**config.mk**
```make
export PLATFORM = sky130hd
export DESIGN_NAME = pfe_port_cfg
export DESIGN_NICKNAME = d
export VERILOG_FILES = /design/src/common/pfe_pkg.sv /design/src/core/pfe_ms_timer.sv /design/src/core/pfe_port_cfg.sv
export SDC_FILE = /design/constraint.sdc
export NUM_CORES = 1
export LEC_CHECK = 0
export ABC_CLOCK_PERIOD_IN_PS = 6050
export BUFFER_PORTS_ARGS = -buffer_cell sky130_fd_sc_hd__buf_2
export CAP_MARGIN = 40
export CORE_MARGIN = 8
export CORE_UTILIZATION = 55
export CTS_BUF_LIST = sky130_fd_sc_hd__clkbuf_2
export CTS_CLUSTER_DIAMETER = 150
export DETAILED_ROUTE_END_ITERATION = 16
export GPL_TIMING_DRIVEN = 0
export PLACE_DENSITY = 0.82
export SLEW_MARGIN = 20
export SYNTH_ARGS = -nofsm -noshare
export SYNTH_HDL_FRONTEND = slang
export SYNTH_SLANG_ARGS = --single-unit
```
**constraint.sdc**
```tcl
create_clock -name mclk -period 6.05 [get_ports mclk]
set_input_delay 1.21 -clock mclk [delete_from_list [all_inputs] [get_ports mclk]]
set_output_delay 1.21 -clock mclk [all_outputs]
set_load 0.005 [all_outputs]
```
**src/common/pfe_pkg.sv**
```systemverilog
// Package of constants and carrier types for the port fault and emulation configuration block.
`default_nettype none
package pfe_pkg;
	// Register offsets on the documented register port.
	localparam logic [7:0] PFE_OFS_FAULT = 8'h1C; // Fault retry configuration.
	localparam logic [7:0] PFE_OFS_THR = 8'h1E; // Charge detect threshold.
	localparam logic [7:0] PFE_OFS_WAIT = 8'h1F; // Thermal hold and recharge wait timing.
	localparam logic [7:0] PFE_OFS_BC = 8'h20; // BC profile enable.
	localparam logic [7:0] PFE_OFS_LEG = 8'h21; // Legacy profile enable.
	// Reset values.
	localparam logic [7:0] PFE_RST_FAULT = 8'h2A;
	localparam logic [7:0] PFE_RST_THR = 8'h0F;
	localparam logic [7:0] PFE_RST_WAIT = 8'h03;
	localparam logic [7:0] PFE_RST_BC = 8'h16;
	localparam logic [7:0] PFE_RST_LEG = 8'h00;
	// Implemented bit masks; unimplemented bits read as zero.
	localparam logic [7:0] PFE_MSK_FAULT = 8'h7F;
	localparam logic [7:0] PFE_MSK_THR = 8'h0F;
	localparam logic [7:0] PFE_MSK_WAIT = 8'h1F;
	localparam logic [7:0] PFE_MSK_BC = 8'h17;
	localparam logic [7:0] PFE_MSK_LEG = 8'h7F;
	// Field positions.
	localparam int PFE_RETRY_LSB = 4; // Retry delay select, bits 6 to 4.
	localparam int PFE_TPER_LSB = 2; // Test period select, bits 3 to 2.
	localparam int PFE_VTST_LSB = 0; // Test voltage select, bits 1 to 0.
	localparam int PFE_THOLD_LSB = 3; // Thermal hold select, bits 4 to 3.
	localparam int PFE_RWAIT_LSB = 0; // Recharge wait select, bits 2 to 0.
	localparam int PFE_DCP_OFF_BIT = 4; // DCP profile off bit.
	// Timing figures in milliseconds and millivolts.
	localparam logic [11:0] PFE_RETRY_BASE_MS = 12'h00F; // 15 ms at code 0.
	localparam logic [11:0] PFE_TPER_BASE_MS = 12'h00A; // 10 ms at code 0.
	localparam logic [11:0] PFE_STEP5_MS = 12'h005; // 5 ms step.
	localparam logic [11:0] PFE_THOLD_BASE_MS = 12'h0C8; // 200 ms, doubled per code.
	localparam logic [11:0] PFE_RWAIT_STEP_MS = 12'h0C8; // 200 ms step.
	localparam logic [11:0] PFE_RWAIT_TOP_MS = 12'h7D0; // 2000 ms for the top code.
	localparam logic [12:0] PFE_VTST_STEP_MV = 13'h00FA; // 250 mV step.
	// Threshold weight: 11.72 mA is 1172 units of 10 uA.
	localparam logic [18:0] PFE_CHG_LSB_10UA = 19'h00494;
	// Clock rate and the per-millisecond cycle count derived from it.
	localparam int PFE_CLK_MHZ = 100;
	localparam int PFE_CYC_PER_MS = PFE_CLK_MHZ * 1000;
	localparam int PFE_PRE_W = 17; // Prescaler width, holds one millisecond of cycles.

	// Register port request.
	typedef struct packed
	{
		logic wr; // Write strobe.
		logic rd; // Read strobe.
		logic [7:0] addr; // Register offset.
		logic [7:0] wdata; // Write data.
	} pfe_req_t;

	// Fault recovery states.
	typedef enum logic [1:0]
	{
		PFE_ST_RUN = 2'b00,
		PFE_ST_ERROR = 2'b01,
		PFE_ST_CHECK = 2'b10,
		PFE_ST_TEST = 2'b11
	} pfe_state_t;
endpackage
`default_nettype wire

```
**src/core/pfe_ms_timer.sv**
```systemverilog
// Retriggerable millisecond timer with a one-cycle expiry pulse.
`default_nettype none
module pfe_ms_timer
#(
	parameter int CYCLES_PER_MS = pfe_pkg::PFE_CYC_PER_MS
)
(
	input wire logic mclk, // System clock.
	input wire logic reset_n, // Asynchronous reset, active low.
	input wire logic start, // Restart with a new length.
	input wire logic [11:0] load_ms, // Length in milliseconds.
	output logic busy, // Timer running.
	output logic done // One-cycle expiry pulse.
);
	import pfe_pkg::*;
	logic [PFE_PRE_W-1:0] pre_r, pre_nxt; // Cycle prescaler.
	logic [11:0] ms_r, ms_nxt; // Milliseconds left.
	logic busy_r, busy_nxt, done_r, done_nxt;

	// A restart wins over expiry so a retrigger always gives a full length.
	always_comb
	begin
		pre_nxt = pre_r;
		ms_nxt = ms_r;
		busy_nxt = busy_r;
		done_nxt = 1'b0;
		if (start)
		begin
			pre_nxt = '0;
			ms_nxt = load_ms;
			busy_nxt = (load_ms != 12'h000);
		end
		else if (busy_r)
		begin
			if (pre_r == PFE_PRE_W'(CYCLES_PER_MS - 1))
			begin
				pre_nxt = '0;
				ms_nxt = ms_r - 12'h001;
				if (ms_r == 12'h001)
				begin
					busy_nxt = 1'b0;
					done_nxt = 1'b1;
				end
			end
			else
				pre_nxt = pre_r + PFE_PRE_W'(1);
		end
	end

	// Timer state registers.
	always_ff @(posedge mclk or negedge reset_n)
	begin
		if (!reset_n)
		begin
			pre_r <= '0;
			ms_r <= 12'h000;
			busy_r <= 1'b0;
			done_r <= 1'b0;
		end
		else
		begin
			pre_r <= pre_nxt;
			ms_r <= ms_nxt;
			busy_r <= busy_nxt;
			done_r <= done_nxt;
		end
	end

	assign busy = busy_r;
	assign done = done_r;
endmodule
`default_nettype wire

```
**src/core/pfe_port_cfg.sv**
```systemverilog
// Configuration registers and fault, thermal, recharge and emulation timing of a USB port power controller.
`default_nettype none
module pfe_port_cfg
#(
	parameter int CYCLES_PER_MS = pfe_pkg::PFE_CYC_PER_MS // Shorten for simulation.
)
(
	input wire logic mclk, // System clock, 100 MHz.
	input wire logic reset_n, // Asynchronous reset, active low.
	input wire pfe_pkg::pfe_req_t reg_req, // Register port request.
	output logic [7:0] reg_rdata_r, // Read data, valid the cycle after a read.
	input wire logic sleep_entry, // Pulse on entering Sleep.
	input wire logic fault_detect, // Error condition seen.
	input wire logic latch_on_error, // Latch errors instead of retrying.
	input wire logic err_clear, // Software clears the error flag.
	input wire logic checks_ok, // Over-temperature and back-drive checks done.
	input wire logic [12:0] vbus_mv, // Port bus voltage in mV.
	input wire logic [18:0] ibus_10ua, // Port bus current in 10 uA units.
	input wire logic over_treg, // Temperature above regulation threshold.
	input wire logic bypass_reactivated, // Pulse: bus discharged, bypass back on.
	input wire logic mode_select_a, // Mode input a.
	input wire logic mode_select_b, // Mode input b.
	input wire logic emulation_on, // Emulation enable.
	output logic error_flag_r, // Port in Error, Check or Test state.
	output logic test_current_r, // Current limit lowered to test current.
	output logic switch_on_r, // Port power switch on.
	output logic short_found_r, // One-cycle pulse on a detected short.
	output logic emulation_ok_r, // Charger emulation successful.
	output logic current_limit_value_change_ok_r, // Current limit may change.
	output logic attach_ok_r, // Attach detection allowed.
	output logic dcp_profile_en_r, // DCP profile in the dedicated cycle.
	output logic [6:0] legacy_profile_en_r // Legacy profiles 1 to 7 enabled.
);
	import pfe_pkg::*;

	// Retry delay, linear over all codes including 100.
	function automatic logic [11:0] retry_ms(input logic [2:0] c);
		retry_ms = PFE_RETRY_BASE_MS + PFE_STEP5_MS * {9'h000, c};
	endfunction

	// Test period length.
	function automatic logic [11:0] test_ms(input logic [1:0] c);
		test_ms = PFE_TPER_BASE_MS + PFE_STEP5_MS * {10'h000, c};
	endfunction

	// Short-circuit decision voltage.
	function automatic logic [12:0] vtest_mv(input logic [1:0] c);
		vtest_mv = PFE_VTST_STEP_MV * ({11'h000, c} + 13'h0001);
	endfunction

	// DCP mode decode of the mode inputs; assumed both mode inputs high with emulation on.
	function automatic logic dcp_mode(input logic a, input logic b, input logic en);
		dcp_mode = a & b & en;
	endfunction

	logic [7:0] fault_r, thr_r, wait_r, bc_r, leg_r; // Register storage.
	logic [7:0] fault_nxt, thr_nxt, wait_nxt, bc_nxt, leg_nxt, rdata_nxt;
	logic [2:0] retry_sel;
	logic [1:0] tper_sel, vtst_sel, thold_sel;
	logic [2:0] rwait_sel;
	logic [3:0] charge_detect_level;
	assign retry_sel = fault_r[PFE_RETRY_LSB +: 3];
	assign tper_sel = fault_r[PFE_TPER_LSB +: 2];
	assign vtst_sel = fault_r[PFE_VTST_LSB +: 2];
	assign thold_sel = wait_r[PFE_THOLD_LSB +: 2];
	assign rwait_sel = wait_r[PFE_RWAIT_LSB +: 3];
	assign charge_detect_level = thr_r[3:0];

	// Register writes; a Sleep entry forces only the threshold back to default.
	always_comb
	begin
		fault_nxt = fault_r;
		thr_nxt = thr_r;
		wait_nxt = wait_r;
		bc_nxt = bc_r;
		leg_nxt = leg_r;
		rdata_nxt = reg_rdata_r;
		if (reg_req.wr)
		begin
			unique case (reg_req.addr)
				PFE_OFS_FAULT: fault_nxt = reg_req.wdata & PFE_MSK_FAULT;
				PFE_OFS_THR: thr_nxt = reg_req.wdata & PFE_MSK_THR;
				PFE_OFS_WAIT: wait_nxt = reg_req.wdata & PFE_MSK_WAIT;
				PFE_OFS_BC: bc_nxt = reg_req.wdata & PFE_MSK_BC;
				PFE_OFS_LEG: leg_nxt = reg_req.wdata & PFE_MSK_LEG;
				default: ; // Unmapped writes are dropped.
			endcase
		end
		if (sleep_entry)
			thr_nxt = PFE_RST_THR;
		if (reg_req.rd)
		begin
			unique case (reg_req.addr)
				PFE_OFS_FAULT: rdata_nxt = fault_r;
				PFE_OFS_THR: rdata_nxt = thr_r;
				PFE_OFS_WAIT: rdata_nxt = wait_r;
				PFE_OFS_BC: rdata_nxt = bc_r;
				PFE_OFS_LEG: rdata_nxt = leg_r;
				default: rdata_nxt = 8'h00; // Unmapped reads give zero.
			endcase
		end
	end

	// Register storage flops.
	always_ff @(posedge mclk or negedge reset_n)
	begin
		if (!reset_n)
		begin
			fault_r <= PFE_RST_FAULT;
			thr_r <= PFE_RST_THR;
			wait_r <= PFE_RST_WAIT;
			bc_r <= PFE_RST_BC;
			leg_r <= PFE_RST_LEG;
			reg_rdata_r <= 8'h00;
		end
		else
		begin
			fault_r <= fault_nxt;
			thr_r <= thr_nxt;
			wait_r <= wait_nxt;
			bc_r <= bc_nxt;
			leg_r <= leg_nxt;
			reg_rdata_r <= rdata_nxt;
		end
	end

	// One timer serves both the retry delay and the test period, which never overlap.
	pfe_state_t st_r, st_nxt;
	logic ft_start, ft_done, th_start, th_busy, rw_start, rw_busy;
	logic [11:0] ft_load, th_load, rw_load;
	logic err_nxt, tcur_nxt, sw_nxt, short_nxt, treg_d_r;

	// Fault recovery sequencing.
	always_comb
	begin
		st_nxt = st_r;
		ft_start = 1'b0;
		ft_load = retry_ms(retry_sel);
		short_nxt = 1'b0;
		unique case (st_r)
			PFE_ST_RUN:
				if (fault_detect)
				begin
					st_nxt = PFE_ST_ERROR;
					ft_start = !latch_on_error;
				end
			PFE_ST_ERROR:
				if (latch_on_error)
				begin
					if (err_clear)
						st_nxt = PFE_ST_RUN;
				end
				else if (ft_done)
					st_nxt = PFE_ST_CHECK;
			PFE_ST_CHECK:
				if (checks_ok)
				begin
					st_nxt = PFE_ST_TEST;
					ft_start = 1'b1;
					ft_load = test_ms(tper_sel);
				end
			PFE_ST_TEST:
				if (ft_done)
				begin
					if (vbus_mv < vtest_mv(vtst_sel))
					begin
						st_nxt = PFE_ST_ERROR;
						short_nxt = 1'b1;
						ft_start = !latch_on_error;
					end
					else
						st_nxt = PFE_ST_RUN;
				end
		endcase
		err_nxt = (st_nxt != PFE_ST_RUN);
		tcur_nxt = (st_nxt == PFE_ST_TEST);
		sw_nxt = (st_nxt == PFE_ST_RUN) || (st_nxt == PFE_ST_TEST);
	end

	// Recovery state flops.
	always_ff @(posedge mclk or negedge reset_n)
	begin
		if (!reset_n)
		begin
			st_r <= PFE_ST_RUN;
			error_flag_r <= 1'b0;
			test_current_r <= 1'b0;
			switch_on_r <= 1'b1;
			short_found_r <= 1'b0;
		end
		else
		begin
			st_r <= st_nxt;
			error_flag_r <= err_nxt;
			test_current_r <= tcur_nxt;
			switch_on_r <= sw_nxt;
			short_found_r <= short_nxt;
		end
	end

	pfe_ms_timer #(.CYCLES_PER_MS(CYCLES_PER_MS)) u_fault_tmr
	(
		.mclk(mclk),
		.reset_n(reset_n),
		.start(ft_start),
		.load_ms(ft_load),
		.busy(),
		.done(ft_done)
	);

	// Thermal hold restarts on each rise above the regulation threshold.
	assign th_start = over_treg && !treg_d_r;
	assign th_load = PFE_THOLD_BASE_MS << thold_sel;
	pfe_ms_timer #(.CYCLES_PER_MS(CYCLES_PER_MS)) u_thermal_tmr
	(
		.mclk(mclk),
		.reset_n(reset_n),
		.start(th_start),
		.load_ms(th_load),
		.busy(th_busy),
		.done()
	);

	// Recharge wait gives the bus capacitor time before attach detection resumes.
	assign rw_start = bypass_reactivated;
	assign rw_load = (rwait_sel == 3'h7) ? PFE_RWAIT_TOP_MS
		: PFE_RWAIT_STEP_MS * ({9'h000, rwait_sel} + 12'h001);
	pfe_ms_timer #(.CYCLES_PER_MS(CYCLES_PER_MS)) u_recharge_tmr
	(
		.mclk(mclk),
		.reset_n(reset_n),
		.start(rw_start),
		.load_ms(rw_load),
		.busy(rw_busy),
		.done()
	);

	// Status outputs; the hold flags also cover the start cycle so no gap opens.
	logic emu_nxt, current_limit_value_nxt, att_nxt, dcp_nxt;
	logic [6:0] leg_en_nxt;
	always_comb
	begin
		emu_nxt = ibus_10ua > (PFE_CHG_LSB_10UA * {15'h0000, charge_detect_level});
		current_limit_value_nxt = !(th_busy || th_start);
		att_nxt = !(rw_busy || rw_start);
		dcp_nxt = !bc_r[PFE_DCP_OFF_BIT] || dcp_mode(mode_select_a, mode_select_b, emulation_on);
		leg_en_nxt = '0;
		for (int i = 0; i < 7; i++)
			leg_en_nxt[i] = !leg_r[i];
	end

	// Status output flops.
	always_ff @(posedge mclk or negedge reset_n)
	begin
		if (!reset_n)
		begin
			treg_d_r <= 1'b0;
			emulation_ok_r <= 1'b0;
			current_limit_value_change_ok_r <= 1'b1;
			attach_ok_r <= 1'b1;
			dcp_profile_en_r <= 1'b0;
			legacy_profile_en_r <= 7'h7F;
		end
		else
		begin
			treg_d_r <= over_treg;
			emulation_ok_r <= emu_nxt;
			current_limit_value_change_ok_r <= current_limit_value_nxt;
			attach_ok_r <= att_nxt;
			dcp_profile_en_r <= dcp_nxt;
			legacy_profile_en_r <= leg_en_nxt;
		end
	end
endmodule
`default_nettype wire

```
Yosys cells after proc, flatten, opt, wreduce, memory -nomap -nowiden. Index checks and enable logic that the tools add are counted.

Word-level logic and storage cells: 159. Output and inout bits: 23. Bits of input ports: 62. Bits in registers: 148.

Magnitude comparators: 2. Bitwise operators: 2. Multiply operators: 5. Muxes and demuxes: 57. Reductions and logical operators: 39. Equality and inequality tests: 16. Shift-type cells: 1. $add $sub $neg: 10.

Operators with widths (number): $mux W17 (9); $mux W12 (10); $add A17 B1 Y17 const B (3); $eq A17 B17 Y1 const B (3); $pmux W8 S5 (1); $eq A12 B1 Y1 const B (3); $reduce_bool A12 Y1 (3); $sub A12 B1 Y12 const B (3); $eq A8 B5 Y1 const B (3); $mux W1 (24); $mux W8 (3); $gt A19 B15 Y1 (1); $reduce_bool A2 Y1 (9); $eq A8 B6 Y1 const B (2); $reduce_and A2 Y1 (8); $mux W7 (2); $lt A13 B11 Y1 (1); $mul A9 B4 Y13 const A (1); $logic_not A1 Y1 (12); $mux W2 (6); $shl A8 B2 Y12 const A (1); $mul A7 B3 Y10 const A (1); $mul A5 B4 Y9 const A (1); $pmux W2 S4 (1); 14 further kinds (21).

Depth between registers and ports, before layout.
Word-level depth: 8. Mapped depth: 15.

Hierarchy. From an unflattened synthesis, not the netlist that was laid out.

Cells, all modules: 1019. Area total of the unflattened synthesis: 9414.0 sq um.

Modules (own cells, without submodules): pfe_ms_timer (times used 3, sequential area each 775.7 sq um, area each 1853.0 sq um, cells an instance 210); pfe_port_cfg (times used 1, sequential area each 1328.8 sq um, area each 3854.9 sq um, cells an instance 389).

Worst setup path before layout. Ideal clock, no wire load.

Kind: reg-to-reg. Start point: register fault_r[0]. End point: register u_fault_tmr.ms_r[0]. Stages on the path, launching flop included: 16. Data required time: 5.913 ns. Library setup time: 0.137 ns. Arrival: 3.538 ns. Buffers on the path: 2. Clock period less this slack: 3.675 ns. Path slack: 2.375 ns. Cells stage by stage: dfrtp_1 inv_1 ha_1 xor2_1 ha_1 or3_1 a221oi_1 ha_1 o21ai_0 nor2_1 o41ai_1 and3b_1 or2_1 clkbuf_1 buf_1 a21oi_1.

Word-level cells in the longest chain between the ends: 8. Elaborated cells on any way between the ends: 10. Classes of those cells: add/sub (1); mul (1); order compare (1); mux (4); reduce/logical (3).

RTL lines: start, declared (line pfe_port_cfg.sv:56) `logic [7:0] fault_r, thr_r, wait_r, bc_r, leg_r;`; start signal, assigned (line pfe_port_cfg.sv:118) `fault_r <= fault_nxt;`; $add A2 B1 Y3 * (line pfe_port_cfg.sv:48) `vtest_mv = PFE_VTST_STEP_MV * ({11'h000, c} + 13'h0001);`; $mul A7 B3 Y10 * (line pfe_port_cfg.sv:48); $lt A13 B11 Y1 * (line pfe_port_cfg.sv:165) `if (vbus_mv < vtest_mv(vtst_sel))`; $mux W1 * (line pfe_port_cfg.sv:165); $mux W1 * (line pfe_port_cfg.sv:163) `if (ft_done)`; $pmux W1 S3 * (line pfe_port_cfg.sv:140) `unique case (st_r)`; $reduce_bool A2 Y1 (no source line); $reduce_and A2 Y1 (no source line); end signal, assigned (line pfe_ms_timer.sv:63) `ms_r <= ms_nxt;`; end, declared (line pfe_ms_timer.sv:17) `logic [11:0] ms_r, ms_nxt;`.

Every way passes the cells marked *; elsewhere a longest branch is shown, timed or not. A chain may end at the register's enable or synchronous reset.

Final worst setup path.
Start point: register fault_r[0]. End point: register u_fault_tmr.pre_r[2].

Word-level cells in the longest chain between the ends: 7. Elaborated cells on any way between the ends: 8. Classes of those cells: add/sub (1); mul (1); order compare (1); mux (4); reduce/logical (1).

RTL lines: $add A2 B1 Y3 * (line pfe_port_cfg.sv:48); $mul A7 B3 Y10 * (line pfe_port_cfg.sv:48); $lt A13 B11 Y1 * (line pfe_port_cfg.sv:165); $mux W1 * (line pfe_port_cfg.sv:165); $mux W1 * (line pfe_port_cfg.sv:163); $pmux W1 S3 * (line pfe_port_cfg.sv:140); $mux W17 / $reduce_bool A2 Y1 (equally long branches); end signal, assigned (line pfe_ms_timer.sv:62) `pre_r <= pre_nxt;`; end, declared (line pfe_ms_timer.sv:16) `logic [PFE_PRE_W-1:0] pre_r, pre_nxt;`.

Marks and branches as above.

==> results.py <==
metrics = {
    "global_route": {
        "grt_util_met2": 0.333,
        "grt_max_degree": 99,
        "top_usage_layer": "met2",
        "gr-usage-met1": 0.242,
        "grt_pass1_vias": 6751,
        "antenna_found_initial": 1,
        "met3_usage": 0.0393,
        "grt_pass1_wl_mm": 31.9,
        "grt_usage": 0.195,
        "grt_overflow": 0,
    },
    "clock_network": {
        "cts_resized": 0,
        "clk_latency_ps": 720,
        "cts_root_buffer": "clkbuf_2",
        "cts.path.max_buffers": 2,
        "cts_hold_buf": 0,
        "cts_setup_buffers": 0,
        "clk_pin_slew_ps": 200,
        "cts_buffers": 17,
        "h-tree-depth": 4,
        "cts_sinks": 143,
        "cts_tree": "yes",
    },
    "worst_setup_path": {
        "reg2reg_to": "u_fault_tmr.pre_r[2]$_DFFE_PN0P_",
        "setup.worst_path.end_class": "flop",
        "required_ps": 6650,
        "worstRegToRegCells": 15,
        "cp_data_arrival_time_ps": 4940,
        "reg2reg_slack_ps": 1710,
        "start_kind": "flop",
        "path_class": "flop to flop",
        "reg2reg_from": "fault_r[0]$_DFFE_PN0P_",
        "crit_path_max_fanout": 10,
    },
    "floorplan": {
        "dieArea_sq_um": 20100,
        "core-area_sq_um": 15700,
        "fp.dieH_um": 142,
        "ios": 85,
        "die-width_um": 142,
        "row_count": 46,
        "initial_utilization": 0.555,
    },
    "job": {
        "cap_violations": 0,
    },
    "routing": {
        "vias": 6817,
        "post_drt_wl_per_cell_um": 15.3,
        "drt_iter0_drc": 351,
        "wirelength_mm": 18.7,
        "first_pass_iters": 8,
        "drc_errors": 0,
        "ant_nets": 0,
        "via_per_inst": 5.55,
    },
    "final_layout": {
        "fill_cells": 1306,
        "layout-drive-gt1-share": 0.183,
        "regArea_sq_um": 3610,
        "final_util": 0.614,
        "fin_cells": 1228,
        "multi_input_area_sq_um": 4740,
        "synthToLayoutAreaGrowth_pct": 10.7,
        "layout.nets": 1136,
    },
    "yosys": {
        "synthDistinctLibCells": 67,
        "ys_ff_latch": 143,
        "yosysWarnings": 0,
        "synthesis.instances": 897,
        "syn_area_sq_um": 8680,
        "synth-main-ff-cell": "dfrtp_1",
        "async_reset_ff_frac": 1.00,
        "yosys.area.top_type": "dfrtp_1",
        "synth_area_leaders": "dfrtp_1, ha_1, dfstp_2",
        "synth_edf_count": 0,
        "synth.avg_cell_area_sq_um": 9.68,
        "ys_seq_area_frac": 0.415,
        "synth_top_area_frac": 0.349,
    },
    "sta": {
        "min_period_ps": 4340,
        "fmax_mhz": 230,
        "tightest_slew_ps": 916,
        "finalSetupTns_ps": 0,
        "slew_headroom": 0.385,
        "hold_viol": 0,
        "finClkSkew_ps": 34.5,
        "min_period_over_period": 0.717,
        "fin_ws_ps": 1710,
        "rsz0062_at_grt": "no",
        "setup_violations": 0,
        "slew_viol_final": 0,
    },
    "placed_design": {
        "dp.cells": 1195,
        "placement.io_buffers": 79,
        "hpwl_mm": 13.9,
        "gp_congestion": 0.863,
        "place_ws_ps": 1690,
    },
    "power": {
        "switching_share": 0.301,
        "p_comb_frac": 0.153,
        "netSwitchingPower_mw": 0.577,
        "power_density_nw_per_um2": 199,
        "seqPwrFrac": 0.572,
        "p_int_mw": 1.34,
        "total_power_mw": 1.92,
        "clkPwrFrac": 0.275,
        "ir_worst_vdd_mv": 0.186,
        "power_leakage_nw": 4.37,
    },
    "hold_path": {
        "hold_class": "input port to asynchronous set/reset pin",
    },
    "outcome": {
        "status": "completed",
    },
}
-- registers in the layout, summed over array words and instances (netlist names), 2 cells and up --
register / flops
u_recharge_tmr.ms_r: 12
st_r: 2
thr_r: 4
u_thermal_tmr.ms_r: 12
legacy_profile_en_r: 7
u_recharge_tmr.pre_r: 17
fault_r: 7
bc_r: 4
u_fault_tmr.pre_r: 17
wait_r: 5
u_fault_tmr.ms_r: 12
leg_r: 7
reg_rdata_r: 7
u_thermal_tmr.pre_r: 17
-- cells in the final DEF, fill, tap and decap left out, types with 25 or more instances in the layout --
cell     count
buf_2       81
xnor2_1     34
a21oi_1     37
o21ai_0     46
ha_1        74
nand2_1     58
nor3_1      33
dfrtp_1    121
nor2_1      87
inv_1       58
nand3_1     25
xor2_1      40
mux2_2      28
-- power by group through the flow --
stage	sequential [mW]	clock, mW	combinational, mW
after floorplan	1.10	0	0.194
after global placement	1.11	0	0.278
after detailed placement	1.11	0	0.293
after CTS	1.09	0.542	0.298
after global routing	1.11	0.583	0.339
final	1.10	0.527	0.294
-- per-stage QoR --
stage	hold WS, ps	cell area, sq um
2_1_floorplan	371	8690
3_3_place_gp	393	9350
3_5_place_dp	395	9390
4_1_cts	322	9610
5_1_grt	306	9610
6_report	343	9610
-- cells by family after synthesis --
logic type / Yosys count / synth area share
and+or+nand+nor: 332 / 0.209
AOI/OAI and AO/OA: 147 / 0.104
DFF: 143 / 0.415
buffers and inverters: 87 / 0.0388
adders and majority gates: 76 / 0.111
xor gates and xnor gates: 74 / 0.0747
muxes: 37 / 0.0467
other: 1 / 0.000432
-- per-layer routing --
layer	vias to the layer above	routed length, um
met5	-	0
met2	129	9430
li1	3374	-
met1	3283	8310
met3	31	667
met4	0	323
-- critical path: stages, from the launching register on --
cell and delay, ps:
dfrtp_1 600, inv_1 150, ha_1 370, xor2_1 180, ha_1 260, or3_1 390, a221oi_1 300, ha_1 290
o21ai_0 80, nor2_1 70, o41ai_1 440, and3b_1 280, or2_1 120, clkbuf_1 140, buf_1 430, nor2_1 110
-- synthesized netlist by cell type (all sizes together) (5+ instances only) --
master / count
dfrtp: 121
nor2: 87
ha: 74
inv: 58
nand2: 58
o21ai: 51
xor2: 40
a21oi: 37
nor3: 35
xnor2: 34
mux2: 28
nand3: 26
clkbuf: 23
nand4: 23
dfstp: 22
and3: 19
nor4: 19
nor2b: 10
or3: 10
mux2i: 9
nand2b: 9
o31ai: 7
a211o: 6
a211oi: 6
a21o: 6
a22o: 5
and4: 5
buf: 5
-- final cells by class --
cell class,count,share of cell area
flip-flops and latches,143,0.375
multi-input cells,668,0.494
diodes,1,0.000260
repair buffers,81,0.0456
plain buffers,28,0.0120
clock inverters,14,0.0129
clock buffers,18,0.00937
well taps,216,0.0281
inverters,59,0.0230
-- how the worst max path moves through the flow --
stage | start | cells past startpoint | endpoint
4_1_cts | fault_r[0]$_DFFE_PN0P_ | 15 | u_fault_tmr.ms_r[0]$_DFFE_PN0P_
3_5_place_dp | fault_r[0]$_DFFE_PN0P_ | 15 | u_fault_tmr.ms_r[0]$_DFFE_PN0P_
6_report | fault_r[0]$_DFFE_PN0P_ | 15 | u_fault_tmr.pre_r[2]$_DFFE_PN0P_
3_3_place_gp | reset_n | 1 | u_thermal_tmr.pre_r[6]$_DFFE_PN0N_
2_1_floorplan | fault_r[0]$_DFFE_PN0P_ | 15 | u_fault_tmr.ms_r[0]$_DFFE_PN0P_
5_1_grt | fault_r[0]$_DFFE_PN0P_ | 15 | u_fault_tmr.ms_r[0]$_DFFE_PN0P_
Power figures use the tool's default switching activity.
